## src/verilog/pmt8_pkg.sv

```systemverilog
`default_nettype none

// shared constants of the period match timer
package pmt8_pkg;

   // register port geometry
   localparam int unsigned ADDR_W = 4;
   localparam int unsigned DATA_W = 8;
   localparam int unsigned PRE_W  = 4;
   localparam int unsigned POST_W = 4;

   // register addresses
   localparam logic [ADDR_W-1:0] ADDR_COUNT   = 4'h0;
   localparam logic [ADDR_W-1:0] ADDR_CONTROL = 4'h1;
   localparam logic [ADDR_W-1:0] ADDR_PERIOD  = 4'h2;
   localparam logic [ADDR_W-1:0] ADDR_IRQ     = 4'h3;

   // timer_control field positions
   localparam int unsigned CTL_PRE_LSB  = 0;
   localparam int unsigned CTL_PRE_MSB  = 1;
   localparam int unsigned CTL_RUN_BIT  = 2;
   localparam int unsigned CTL_POST_LSB = 3;
   localparam int unsigned CTL_POST_MSB = 6;

   // interrupt register field positions
   localparam int unsigned IRQ_FLAG_BIT = 0;
   localparam int unsigned IRQ_EN_BIT   = 1;

   // reset values
   localparam logic [DATA_W-1:0] COUNT_RST   = 8'h00;
   localparam logic [DATA_W-1:0] CONTROL_RST = 8'h00;
   localparam logic [DATA_W-1:0] PERIOD_RST  = 8'hFF;
   localparam logic [DATA_W-1:0] READ_ZERO   = 8'h00;
   localparam logic [POST_W-1:0] POST_RST    = 4'h0;
   localparam logic [PRE_W-1:0]  PRE_RST     = 4'h0;

   // implemented bits of timer_control, top bit absent
   localparam logic [DATA_W-1:0] CONTROL_MASK = 8'h7F;

   // prescale select codes and their last count
   localparam logic [1:0]       PRE_SEL_DIV1  = 2'h0;
   localparam logic [1:0]       PRE_SEL_DIV4  = 2'h1;
   localparam logic [PRE_W-1:0] PRE_TERM_DIV1 = 4'h0;
   localparam logic [PRE_W-1:0] PRE_TERM_DIV4 = 4'h3;
   localparam logic [PRE_W-1:0] PRE_TERM_DIV16 = 4'hF;

   // single step of any counter
   localparam logic [DATA_W-1:0] STEP8 = 8'h01;
   localparam logic [PRE_W-1:0]  STEP4 = 4'h1;

endpackage : pmt8_pkg

`default_nettype wire

```

## src/verilog/pmt8_prescaler.sv

```systemverilog
`timescale 1ns/1ps
`default_nettype none

// divides the instruction clock by 1, 4 or 16 ahead of the counter
module pmt8_prescaler (
   // clock and reset
   input  wire logic       ref_clk,
   input  wire logic       srst,
   // control
   input  wire logic       clear,
   input  wire logic       run,
   input  wire logic [1:0] sel,
   // one-cycle advance request
   output logic            tick
);

   // last count for a select code; 1x both mean sixteen
   function automatic logic [pmt8_pkg::PRE_W-1:0] pmt8_term(input logic [1:0] s);
      if (s == pmt8_pkg::PRE_SEL_DIV1) begin
         return pmt8_pkg::PRE_TERM_DIV1;
      end else if (s == pmt8_pkg::PRE_SEL_DIV4) begin
         return pmt8_pkg::PRE_TERM_DIV4;
      end else begin
         return pmt8_pkg::PRE_TERM_DIV16;
      end
   endfunction : pmt8_term

   logic [pmt8_pkg::PRE_W-1:0] cnt;       // instruction cycles seen
   logic [pmt8_pkg::PRE_W-1:0] next_cnt;  // following value
   logic                       at_term;   // last cycle of a group

   assign at_term  = (cnt == pmt8_term(sel));
   assign tick     = run & at_term; // RULE_01 RULE_03
   assign next_cnt = at_term ? pmt8_pkg::PRE_RST : cnt + pmt8_pkg::STEP4;

   // stopped timer holds its phase, costing no toggles
   always_ff @(posedge ref_clk) begin
      if (srst || clear) begin
         cnt <= pmt8_pkg::PRE_RST; // RULE_08
      end else if (run) begin
         cnt <= next_cnt; // RULE_01
      end
   end

endmodule : pmt8_prescaler

`default_nettype wire

```

## src/verilog/pmt8_timer.sv

```systemverilog
//
// Operation
// RULE_01: prescaler divides by 1, 4 or 16
// RULE_02: postscale field n gives ratio 1:(n+1)
// RULE_03: counter advances only while run bit set
// RULE_04: count to period, then wrap to zero
// RULE_05: period register resets to all ones
// RULE_06: count register readable, writable, reset clears
// RULE_07: postscaler terminal sets timer interrupt flag
// RULE_08: count/control writes, reset clear both scalers
// RULE_09: control write keeps the count value
// RULE_10: control resets to zero, timer off
// RULE_11: raw match pulse goes to serial port
// RULE_12: match and wrap feed PWM time base
// RULE_13: control top bit reads zero, ignores writes
// RULE_14: flag sticky; request only while enabled
//
// Local design decisions: the strobed register port and the placing of the registers.
`timescale 1ns/1ps
`default_nettype none

module pmt8_timer (
   // clock and reset
   input  wire logic                          ref_clk,
   input  wire logic                          srst,
   // register port
   input  wire logic [pmt8_pkg::ADDR_W-1:0]   reg_addr,
   input  wire logic [pmt8_pkg::DATA_W-1:0]   reg_wdata,
   input  wire logic                          reg_wr,
   input  wire logic                          reg_rd,
   output logic      [pmt8_pkg::DATA_W-1:0]   reg_rdata,
   // serial port shift clock source
   output logic                               sync_serial_port_tick,
   // pwm time base
   output logic                               pwm_period_wrap,
   output logic      [pmt8_pkg::DATA_W-1:0]   pwm_count,
   // interrupt
   output logic                               match_irq_flag,
   output logic                               match_irq_req
);

   // true when a strobe addresses the given register
   // shared by the four write decodes
   function automatic logic pmt8_hit(
      input logic                        strobe,
      input logic [pmt8_pkg::ADDR_W-1:0] addr,
      input logic [pmt8_pkg::ADDR_W-1:0] target
   );
      return strobe && (addr == target);
   endfunction : pmt8_hit

   // ---- register state ----
   // every register below runs on every clock edge
   logic [pmt8_pkg::DATA_W-1:0] timer_count;    // live count
   logic [pmt8_pkg::DATA_W-1:0] timer_control;  // mode and run bit
   logic [pmt8_pkg::DATA_W-1:0] period_value;   // wrap point
   logic                        match_irq_enable; // request gate
   logic [pmt8_pkg::POST_W-1:0] post_cnt;       // matches seen

   // ---- next values ----
   // combinational, settled well before each edge
   logic [pmt8_pkg::DATA_W-1:0] next_count;     // count after edge
   logic [pmt8_pkg::POST_W-1:0] next_post;      // postscaler after edge
   logic                        next_flag;      // flag after edge
   logic                        next_enable;    // enable after edge
   logic [pmt8_pkg::DATA_W-1:0] next_rdata;     // read data after edge

   // ---- decoded strobes ----
   // high in the same cycle as the bus strobe
   wire wr_count;                                // write to count
   wire wr_control;                              // write to control
   wire wr_period;                               // write to period
   wire wr_irq;                                  // write to irq register
   wire scaler_clear;                            // wipe both scalers

   // ---- control fields ----
   // taken from the stored register only
   wire                        run_enable;       // counter may advance
   wire [1:0]                  prescale_select;  // 1, 4 or 16
   wire [pmt8_pkg::POST_W-1:0] postscale_select; // ratio minus one

   // ---- timing events ----
   // combinational, none registered; at_period is a level, not a pulse
   wire pre_tick;                                // prescaler done
   wire advance;                                 // counter steps now
   wire at_period;                               // count equals period
   wire period_hit;                              // match and wrap
   wire post_hit;                                // postscaler done

   // ---- read path ----
   // selection first, then one output flop
   wire [pmt8_pkg::DATA_W-1:0] irq_view;         // flag and enable bits
   wire [pmt8_pkg::DATA_W-1:0] rd_mux;           // addressed register

   // address decode
   // each decode compares reg_addr with its own address, so at most
   // one of these is high at any edge
   assign wr_count   = pmt8_hit(reg_wr, reg_addr, pmt8_pkg::ADDR_COUNT);
   assign wr_control = pmt8_hit(reg_wr, reg_addr, pmt8_pkg::ADDR_CONTROL);
   assign wr_period  = pmt8_hit(reg_wr, reg_addr, pmt8_pkg::ADDR_PERIOD);
   assign wr_irq     = pmt8_hit(reg_wr, reg_addr, pmt8_pkg::ADDR_IRQ);

   // either register write restarts the scaler phases
   // a period or irq write leaves them running
   assign scaler_clear = wr_count | wr_control; // RULE_08

   // field extraction
   // bit 7 is never stored, so it has no field
   assign run_enable       = timer_control[pmt8_pkg::CTL_RUN_BIT]; // RULE_03
   assign prescale_select  = timer_control[pmt8_pkg::CTL_PRE_MSB:pmt8_pkg::CTL_PRE_LSB];
   assign postscale_select = timer_control[pmt8_pkg::CTL_POST_MSB:pmt8_pkg::CTL_POST_LSB];

   // prescaler on the instruction clock
   // each ref_clk edge counts as one instruction cycle;
   // stopping holds the phase, a count or control write restarts it
   pmt8_prescaler u_prescaler (
      .ref_clk (ref_clk),
      .srst    (srst),
      .clear   (scaler_clear),
      .run     (run_enable),
      .sel     (prescale_select),
      .tick    (pre_tick)
   );

   // a tick landing on a count or control write is dropped:
   // the write restarts the prescaler group anyway
   assign advance = pre_tick & ~scaler_clear; // RULE_03 RULE_08

   // equality test, not overflow: a period below the count
   // lets the count run to FFh and roll through zero
   assign at_period  = (timer_count == period_value); // RULE_04
   assign period_hit = advance & at_period; // RULE_04

   // postscaler terminal when the match count equals the field
   // field n therefore needs n+1 matches per flag
   assign post_hit = period_hit & (post_cnt == postscale_select); // RULE_02 RULE_07

   // count next value
   // priority: software write, wrap, step, hold
   always_comb begin
      if (wr_count) begin
         // software write wins over a step
         next_count = reg_wdata; // RULE_06
      end else if (period_hit) begin
         // wrap instead of passing the period
         next_count = pmt8_pkg::COUNT_RST; // RULE_04
      end else if (advance) begin
         // plain step
         next_count = timer_count + pmt8_pkg::STEP8; // RULE_04
      end else begin
         // hold, also on control writes
         next_count = timer_count; // RULE_09
      end
   end

   // postscaler next value
   // clear and terminal both return it to zero
   always_comb begin
      if (scaler_clear) begin
         // restart from zero matches
         next_post = pmt8_pkg::POST_RST; // RULE_08
      end else if (post_hit) begin
         // group of n+1 matches complete
         next_post = pmt8_pkg::POST_RST; // RULE_02
      end else if (period_hit) begin
         // one more match seen
         next_post = post_cnt + pmt8_pkg::STEP4; // RULE_07
      end else begin
         // no match this cycle
         next_post = post_cnt;
      end
   end

   // interrupt flag and enable next values
   // writing bit 0 high sets the flag from software,
   // handy for exercising a handler
   always_comb begin
      if (wr_irq) begin
         // software may clear or set the flag by writing
         next_flag   = reg_wdata[pmt8_pkg::IRQ_FLAG_BIT];
         next_enable = reg_wdata[pmt8_pkg::IRQ_EN_BIT];
      end else begin
         // flag stays put until software acts
         next_flag   = match_irq_flag; // RULE_14
         next_enable = match_irq_enable;
      end
      // a hardware set beats a clear in the same cycle
      if (post_hit) begin
         next_flag = 1'b1; // RULE_07
      end
   end

   // read view of the interrupt register, other bits zero
   // bits above the enable are reserved
   assign irq_view = {{(pmt8_pkg::DATA_W-2){1'b0}}, match_irq_enable, match_irq_flag};

   // read selection; unmapped addresses read zero
   // reading has no side effect on any register
   assign rd_mux =
      (reg_addr == pmt8_pkg::ADDR_COUNT)   ? timer_count :
      (reg_addr == pmt8_pkg::ADDR_CONTROL) ? (timer_control & pmt8_pkg::CONTROL_MASK) : // RULE_13
      (reg_addr == pmt8_pkg::ADDR_PERIOD)  ? period_value :
      (reg_addr == pmt8_pkg::ADDR_IRQ)     ? irq_view :
      pmt8_pkg::READ_ZERO;

   // read data exists only in the cycle after a read strobe
   // a late sample therefore sees 00h, not stale data
   assign next_rdata = reg_rd ? rd_mux : pmt8_pkg::READ_ZERO;

   // count register
   // one srst stands for every kind of reset
   // a write lands here even while stopped
   always_ff @(posedge ref_clk) begin
      if (srst) begin
         timer_count <= pmt8_pkg::COUNT_RST; // RULE_06
      end else begin
         timer_count <= next_count;
      end
   end

   // control register; top bit never stored
   // the write also restarts both scalers
   // but leaves the count where it was
   always_ff @(posedge ref_clk) begin
      if (srst) begin
         timer_control <= pmt8_pkg::CONTROL_RST; // RULE_10
      end else if (wr_control) begin
         timer_control <= reg_wdata & pmt8_pkg::CONTROL_MASK; // RULE_13
      end
   end

   // period register
   // a new period acts at the next compare;
   // one below the count forces a rollover first
   always_ff @(posedge ref_clk) begin
      if (srst) begin
         period_value <= pmt8_pkg::PERIOD_RST; // RULE_05
      end else if (wr_period) begin
         period_value <= reg_wdata;
      end
   end

   // postscaler counter
   // matches seen since the flag was last set
   // restarted by count and control writes
   always_ff @(posedge ref_clk) begin
      if (srst) begin
         post_cnt <= pmt8_pkg::POST_RST; // RULE_08
      end else begin
         post_cnt <= next_post;
      end
   end

   // flag and enable
   // the flag is sticky: only software or a
   // postscaler terminal changes it
   always_ff @(posedge ref_clk) begin
      if (srst) begin
         match_irq_flag   <= 1'b0;
         match_irq_enable <= 1'b0;
      end else begin
         match_irq_flag   <= next_flag;
         match_irq_enable <= next_enable;
      end
   end

   // request follows flag and enable in the same cycle
   // built from the next values so that it never
   // trails the flag by a cycle
   always_ff @(posedge ref_clk) begin
      if (srst) begin
         match_irq_req <= 1'b0;
      end else begin
         match_irq_req <= next_flag & next_enable; // RULE_14
      end
   end

   // raw match, ahead of the postscaler, to the serial port
   // and the pwm time base; one cycle per wrap
   // the serial port may toggle its shift clock on it
   always_ff @(posedge ref_clk) begin
      if (srst) begin
         sync_serial_port_tick <= 1'b0;
         pwm_period_wrap       <= 1'b0;
      end else begin
         sync_serial_port_tick <= period_hit; // RULE_11
         pwm_period_wrap       <= period_hit; // RULE_12
      end
   end

   // registered read data
   // kept apart from the mux so the output is a flop
   always_ff @(posedge ref_clk) begin
      if (srst) begin
         reg_rdata <= pmt8_pkg::READ_ZERO;
      end else begin
         reg_rdata <= next_rdata;
      end
   end

   // pwm compares against the live count flop directly
   // a copy flop would lag the wrap pulse by a cycle
   assign pwm_count = timer_count; // RULE_12

endmodule : pmt8_timer

`default_nettype wire

```

## config.mk

```make
export PLATFORM = sky130hd
export DESIGN_NAME = pmt8_timer
export DESIGN_NICKNAME = d
export VERILOG_FILES = /design/src/verilog/pmt8_pkg.sv /design/src/verilog/pmt8_prescaler.sv /design/src/verilog/pmt8_timer.sv
export SDC_FILE = /design/constraint.sdc
export NUM_CORES = 1
export LEC_CHECK = 0
export ABC_AREA = 1
export BUFFER_PORTS_ARGS = -buffer_cell sky130_fd_sc_hd__buf_2
export CAP_MARGIN = 20
export CORE_ASPECT_RATIO = 0.8
export CORE_UTILIZATION = 60
export DETAILED_ROUTE_END_ITERATION = 10
export HOLD_SLACK_MARGIN = 0.06
export PLACE_DENSITY = 0.84
export SETUP_SLACK_MARGIN = 0.5
export SKIP_CTS_REPAIR_TIMING = 1
export SLEW_MARGIN = 20
export SYNTH_ARGS = -nofsm -noshare
export SYNTH_HDL_FRONTEND = slang
export SYNTH_SLANG_ARGS = --single-unit
```

## constraint.sdc

```tcl
create_clock -name ref_clk -period 3.05 [get_ports ref_clk]
set_input_delay 0 -clock ref_clk [delete_from_list [all_inputs] [get_ports ref_clk]]
set_output_delay 0 -clock ref_clk [all_outputs]
set_load 0.03 [all_outputs]
```

==> results of run 1 <==
[stage by stage]
step                      cell area (um^2)  total power, W  instances
after floorplan                       2240        0.000642        313
after global placement                2420        0.000672        380
after detailed placement              2420        0.000673        380
after CTS                             2510         0.00103        388
after global routing                  2620         0.00108        399
final                                 2620         0.00104        399
[cells in the mapped netlist (3+ instances only)]
cell / count / area [um^2]
inv_2: 10 / 37.5
nor2_2: 7 / 43.8
xor2_1: 10 / 87.6
o21ai_1: 8 / 40.0
nand4_1: 11 / 68.8
nor2_1: 18 / 67.6
o22ai_1: 5 / 31.3
xnor2_1: 4 / 35.0
nand2_1: 73 / 274
o21ai_0: 4 / 20.0
a21oi_1: 26 / 130
nand2_2: 5 / 31.3
nor2_4: 3 / 33.8
nand3_1: 14 / 70.1
buf_2: 6 / 30.0
ha_1: 3 / 37.5
inv_1: 37 / 139
dfxtp_1: 43 / 861
o211ai_1: 8 / 60.1
[cell type report]
type                       count  area, um^2  area share (%)
multi-input combinational    211        1150            43.8
sequential                    43         861            32.9
timing repair buffer          46         285            10.9
inverter                      49         184            7.02
clock buffer                   5        68.8            2.63
tap                           42        52.6            2.01
clock inverter                 3        20.0           0.764
[sequential cells by signal (all words and copies together), names as in the netlist]
name	cells
match_irq_enable	1
match_irq_flag	1
match_irq_req	1
period_value	8
post_cnt	4
pwm_count	8
pwm_period_wrap	1
reg_rdata	8
timer_control	7
u_prescaler.cnt	4
[per-layer routing]
metal	wire, um	GRT usage (%)	up-vias	part of all wire (%)
li1	-	-	1093	-
met1	2560	43.1	986	47
met2	2370	39.5	113	43
met3	515	6.64	7	9.4
met4	61	9.71	0	1.1
met5	0	0	-	0
[worst min-delay path by stage]
stage | from | to | slack, ns | depth (start not counted)
2_1_floorplan | reg_wdata[0] | period_value[0] | 0.13 | 2
3_3_place_gp | reg_wdata[2] | period_value[2] | 0.25 | 3
3_5_place_dp | reg_wdata[7] | period_value[7] | 0.26 | 3
4_1_cts | reg_wdata[7] | period_value[7] | -0.05 | 3
5_1_grt | reg_addr[0] | reg_rdata[7] | 0.08 | 4
6_report | reg_addr[0] | reg_rdata[7] | 0.06 | 4
[worst max-delay path, delay by kind of cell]
family,cells,cell delay (ns)
AOI/OAI and AO/OA,2,0.19
buffers and inverters,4,0.90
and+or+nand+nor,5,0.83
[logic make-up after synthesis]
| family | after synthesis | synth area share (%) |
|---|---|---|
| buffers and inverters | 59 | 10.5 |
| AOI/OAI and AO/OA | 53 | 13.3 |
| and+or+nand+nor | 141 | 30.7 |
| adders and majority gates | 3 | 1.67 |
| DFF | 43 | 38.4 |
| xor gates and xnor gates | 14 | 5.46 |
[power by group through the flow]
stage | combinational [W] | clock (W) | sequential (W)
after detailed placement | 0.0000832 | 0 | 0.000590
final | 0.0000964 | 0.000370 | 0.000577
after CTS | 0.0000837 | 0.000370 | 0.000577
after global placement | 0.0000824 | 0 | 0.000590
after floorplan | 0.0000481 | 0 | 0.000594
after global routing | 0.000105 | 0.000399 | 0.000578
==> impl_metrics.yaml, run 1 <==
worst_setup_path:
  r2r_slack_ns: 1.46
  worstReg2RegStart: "pwm_count[4]"
  cp_slowest_cell: "dlygate4sd3_1"
  path_class: "in2reg"
  endpoint_kind: "flop"
  worstPathMaxFanout: 12
  crit_required_ns: 3.28
  reg2reg_depth: 9
  path_cells: "dlygate4sd3_1, buf_2, nor2_2, nand2_1, nor2_4, nand2_2, inv_2, nand2_1, o21ai_1, inv_1, a21oi_1"
  startpoint: "reg_addr[2]"
  slowest_delay_ns: 0.53
  path_common_cell: "nand2_1"
  reg2reg_to: "post_cnt[1]"
  worstSetupStartpointType: "primary input"
  cp.arrival_ns: 1.94
  critPathCapture: "pwm_count[0]"
global_route:
  grt_pass1_vias: 1857
  grt.total_usage_pct: 28.6
  antenna_found_initial: 0
  overflow: 0
  grt_max_degree: 21
  grt_pass1_wl_um: 8910
layout:
  fillers: 276
  layout_commonest_cell: "nand2_1"
  final_util_pct: 74.9
  drive_gt1_share_pct: 21.3
  layout_common_cells: "73 x nand2_1, 43 x dfxtp_1, 37 x inv_1"
  synthToLayoutAreaGrowth_pct: 16.7
  n_antenna_cell: 0
  fin_nets: 375
clocking:
  cts_num_sinks: 43
  clockBufferDepth: 2
  insertion_delay_ns: 0.31
  numCtsBuffers: 5
  clkSlewWorstSetupHoldPaths_ns: 0.09
  htreeDepth: 2
  root_buffer: "clkbuf_8"
  cts_tree: "yes"
timing:
  rsz0062_at_grt: "no"
  worst_pin_slew_ns: 0.647
  final.period_utilization_pct: 56.0
  final-max-slew-violation-count: 0
  tns_ns: 0
  final_hold_viol_count: 0
  timing.fmax_mhz: 585
  setup_viol: 0
  finClkSkew_ns: 0.00603
  fin_crit_ns: 1.71
  worst_slack_ns: 1.34
  whs_ns: 0.0594
  maxSlewHeadroom_pct: 56.8
detailed_routing:
  remaining_drc_errors: 0
  wl_per_cell_um: 13.8
  vias_per_cell: 5.51
  drt_iter0_drc: 246
  ant_nets: 0
  via_count: 2199
  first_pass_iters: 8
  wl_um: 5510
place:
  preCtsSetupSlack_ns: 1.50
  globalplace.congestion: 0.965
  place_hpwl_um: 3890
  portBuffers: 35
die:
  die_width_um: 70.4
  io_pins: 36
  floorplan.die_area_um2: 3990
  die_height_um: 56.7
  rows: 19
  fp.coreArea_um2: 3490
  start_util_pct: 64.2
min_path:
  hp-class: "in2reg"
logic_synthesis:
  seq_area_frac_synth_pct: 38.4
  synth_edf_count: 0
  synthDistinctLibCells: 29
  synth_fp_nets: 332
  ys_ff_latch: 43
  syn_inst: 313
  yosys_warnings: 0
  avgSynthCellArea_um2: 7.17
  ys.flop_type: "dfxtp_1"
  async_flop_share_pct: 0
  synth_area_um2: 2240
power:
  p_switching_w: 0.000280
  power_frac_clock_pct: 35.5
  internal-power_w: 0.000764
  seqPwrFrac_pct: 55.3
  ir_worst_vdd_mv: 0.336
  power_density_nw_per_um2: 399
  p_comb_share_pct: 9.2
  p_leak_nw: 1.25
  swShare_pct: 26.8
run_status:
  status: "finished clean"
run:
  timing.max_cap.violations: 0
Note: power is estimated with default switching activity, not from simulation.
==> inputs of run 2 (changes only) <==
--- a/config.mk
+++ b/config.mk
@@ -9,10 +9,10 @@
 export BUFFER_PORTS_ARGS = -buffer_cell sky130_fd_sc_hd__buf_2
 export CAP_MARGIN = 20
 export CORE_ASPECT_RATIO = 0.8
-export CORE_UTILIZATION = 60
+export CORE_UTILIZATION = 50
 export DETAILED_ROUTE_END_ITERATION = 10
 export HOLD_SLACK_MARGIN = 0.06
-export PLACE_DENSITY = 0.84
+export PLACE_DENSITY = 0.75
 export SETUP_SLACK_MARGIN = 0.5
 export SKIP_CTS_REPAIR_TIMING = 1
 export SLEW_MARGIN = 20
==> constraint.sdc (replaced) <==
create_clock -name ref_clk -period 1.48 [get_ports ref_clk]
set_input_delay 0 -clock ref_clk [delete_from_list [all_inputs] [get_ports ref_clk]]
set_output_delay 0 -clock ref_clk [all_outputs]
set_load 0.03 [all_outputs]
==> impl_metrics.yaml, run 2 (same netlist as run 1, synthesis figures left out) <==
global_route:
  top_usage_layer: "met2"
  grt.total_usage_pct: 23.4
  grtUsageMet2_pct: 36.2
  grt_pass1_vias: 1779
  antenna_found_initial: 0
  grt_max_degree: 17
  grt_pass1_wl_um: 8510
  grt_use_met1_pct: 32.5
  overflow: 0
  grt_util_met3_pct: 4.82
clocking:
  clkSlewWorstSetupHoldPaths_ns: 0.08
  numCtsBuffers: 5
  cts_num_sinks: 43
  clockBufferDepth: 2
  root_buffer: "clkbuf_8"
  cts_tree: "yes"
  insertion_delay_ns: 0.30
  htreeDepth: 2
timing:
  maxSlewHeadroom_pct: 69.9
  setup_viol: 0
  whs_ns: 0.0583
  final-max-slew-violation-count: 0
  final.period_utilization_pct: 95.4
  finClkSkew_ns: 0.00965
  fin_crit_ns: 1.41
  worst_slack_ns: 0.0683
  rsz0062_at_grt: "yes"
  timing.fmax_mhz: 708
  final_hold_viol_count: 0
  worst_pin_slew_ns: 0.451
min_path:
  hp-class: "in2reg"
layout:
  fin_area_um2: 3030
  drive_gt1_share_pct: 38.7
  layout_common_cells: "60 x nand2_1, 35 x inv_1, 34 x buf_2"
  fin_nets: 393
  fillers: 348
  synthToLayoutAreaGrowth_pct: 34.8
  n_antenna_cell: 0
  multi_input_area_um2: 1340
  regArea_um2: 910
  layout_commonest_cell: "nand2_1"
power:
  internal-power_w: 0.00158
  ir_worst_vdd_mv: 0.610
  p_switching_w: 0.000567
  power_frac_clock_pct: 33.9
  p_comb_share_pct: 11.1
  p_leak_nw: 1.42
  power_density_nw_per_um2: 708
  seqPwrFrac_pct: 54.9
  swShare_pct: 26.5
detailed_routing:
  drt_iter0_drc: 174
  remaining_drc_errors: 0
  via_count: 2269
  vias_per_cell: 5.25
  wl_um: 5990
  first_pass_iters: 4
  wl_per_cell_um: 13.9
  ant_nets: 0
worst_setup_path:
  worstSetupStartpointType: "flop"
  cp_num_buf_inv: 1
  cp_slowest_cell: "dfxtp_4"
  slowest_delay_ns: 0.41
  path_cells: "inv_4, nand2_2, nand4_4, nor2_4, nand2_4, nor2_8, nand2_4, nand2_4, a21oi_1"
  worstPathMaxFanout: 7
  crit_family: "simple AND/OR/NAND/NOR gates"
  crit_required_ns: 1.67
  path_class: "reg2reg"
  endpoint_kind: "flop"
  path_common_cell: "nand2_4"
  cp.arrival_ns: 1.60
place:
  portBuffers: 35
  place_hpwl_um: 4060
  preCtsSetupSlack_ns: 0.0432
  place_area_um2: 2570
  globalplace.congestion: 0.853
run:
  timing.max_cap.violations: 0
die:
  io_pins: 36
  fp.coreArea_um2: 4260
  floorplan.die_area_um2: 4760
  die_width_um: 76.9
  start_util_pct: 52.7
  rows: 21
  die_height_um: 61.9
run_status:
  status: "finished clean"
[run 2: cell count changes in the layout (fill, tap and decap cells not counted), sizes merged]
cell	before	now
buf	35	52
clkinv	3	5
clkbuf	5	6
clkinvlp	2	0
[run 2: cell type report]
| cell class | instances | area share [%] |
|---|---|---|
| Multi-Input combinational cell | 211 | 44.3 |
| Clock buffer | 5 | 2.27 |
| Tap cell | 57 | 2.36 |
| Timing Repair Buffer | 64 | 14.2 |
| Inverter | 49 | 6.32 |
| Clock inverter | 3 | 0.496 |
| Sequential cell | 43 | 30.1 |
[run 2: routing by layer]
layer / wire length (um) / vias up
met5: 0 / -
met4: 61 / 0
met3: 357 / 7
met2: 2770 / 76
met1: 2810 / 1054
li1: - / 1132
[run 2: worst register-to-register path, stage by stage, from the launching register on]
cell	delay, ns
dfxtp_4	0.41
inv_4	0.05
nand2_2	0.07
nand4_4	0.11
nor2_4	0.16
nand2_4	0.11
nor2_8	0.16
nand2_4	0.08
nand2_4	0.10
a21oi_1	0.04
[run 2: path summary, 6_finish.rpt]
check | start | end | slack, ns | cells after the start
setup / recovery | pwm_count[4] | post_cnt[2] | 0.07 | 9
setup reg to reg | pwm_count[4] | post_cnt[2] | 0.07 | 9
hold / removal | reg_addr[0] | reg_rdata[7] | 0.06 | 4
hold reg to reg | post_cnt[3] | post_cnt[3] | 0.49 | 2
[run 2: stage by stage]
stage / util, % / TNS (ns) / cells / total power [W]
6_report: 71.1 / 0 / 432 / 0.00214
2_1_floorplan: - / 0 / 313 / 0.00132
3_3_place_gp: 60.3 / 0 / 402 / 0.00139
4_1_cts: 62.3 / 0 / 410 / 0.00210
3_5_place_dp: 60.3 / 0 / 402 / 0.00139
5_1_grt: 71.1 / -0.00218 / 432 / 0.00223
[run 2: power groups by stage]
stage / Clock (W) / Combinational, W / Sequential [W]
final: 0.000728 / 0.000238 / 0.00118
after global routing: 0.000797 / 0.000255 / 0.00118
after CTS: 0.000736 / 0.000182 / 0.00118
after detailed placement: 0 / 0.000181 / 0.00121
after global placement: 0 / 0.000181 / 0.00121
after floorplan: 0 / 0.000105 / 0.00121
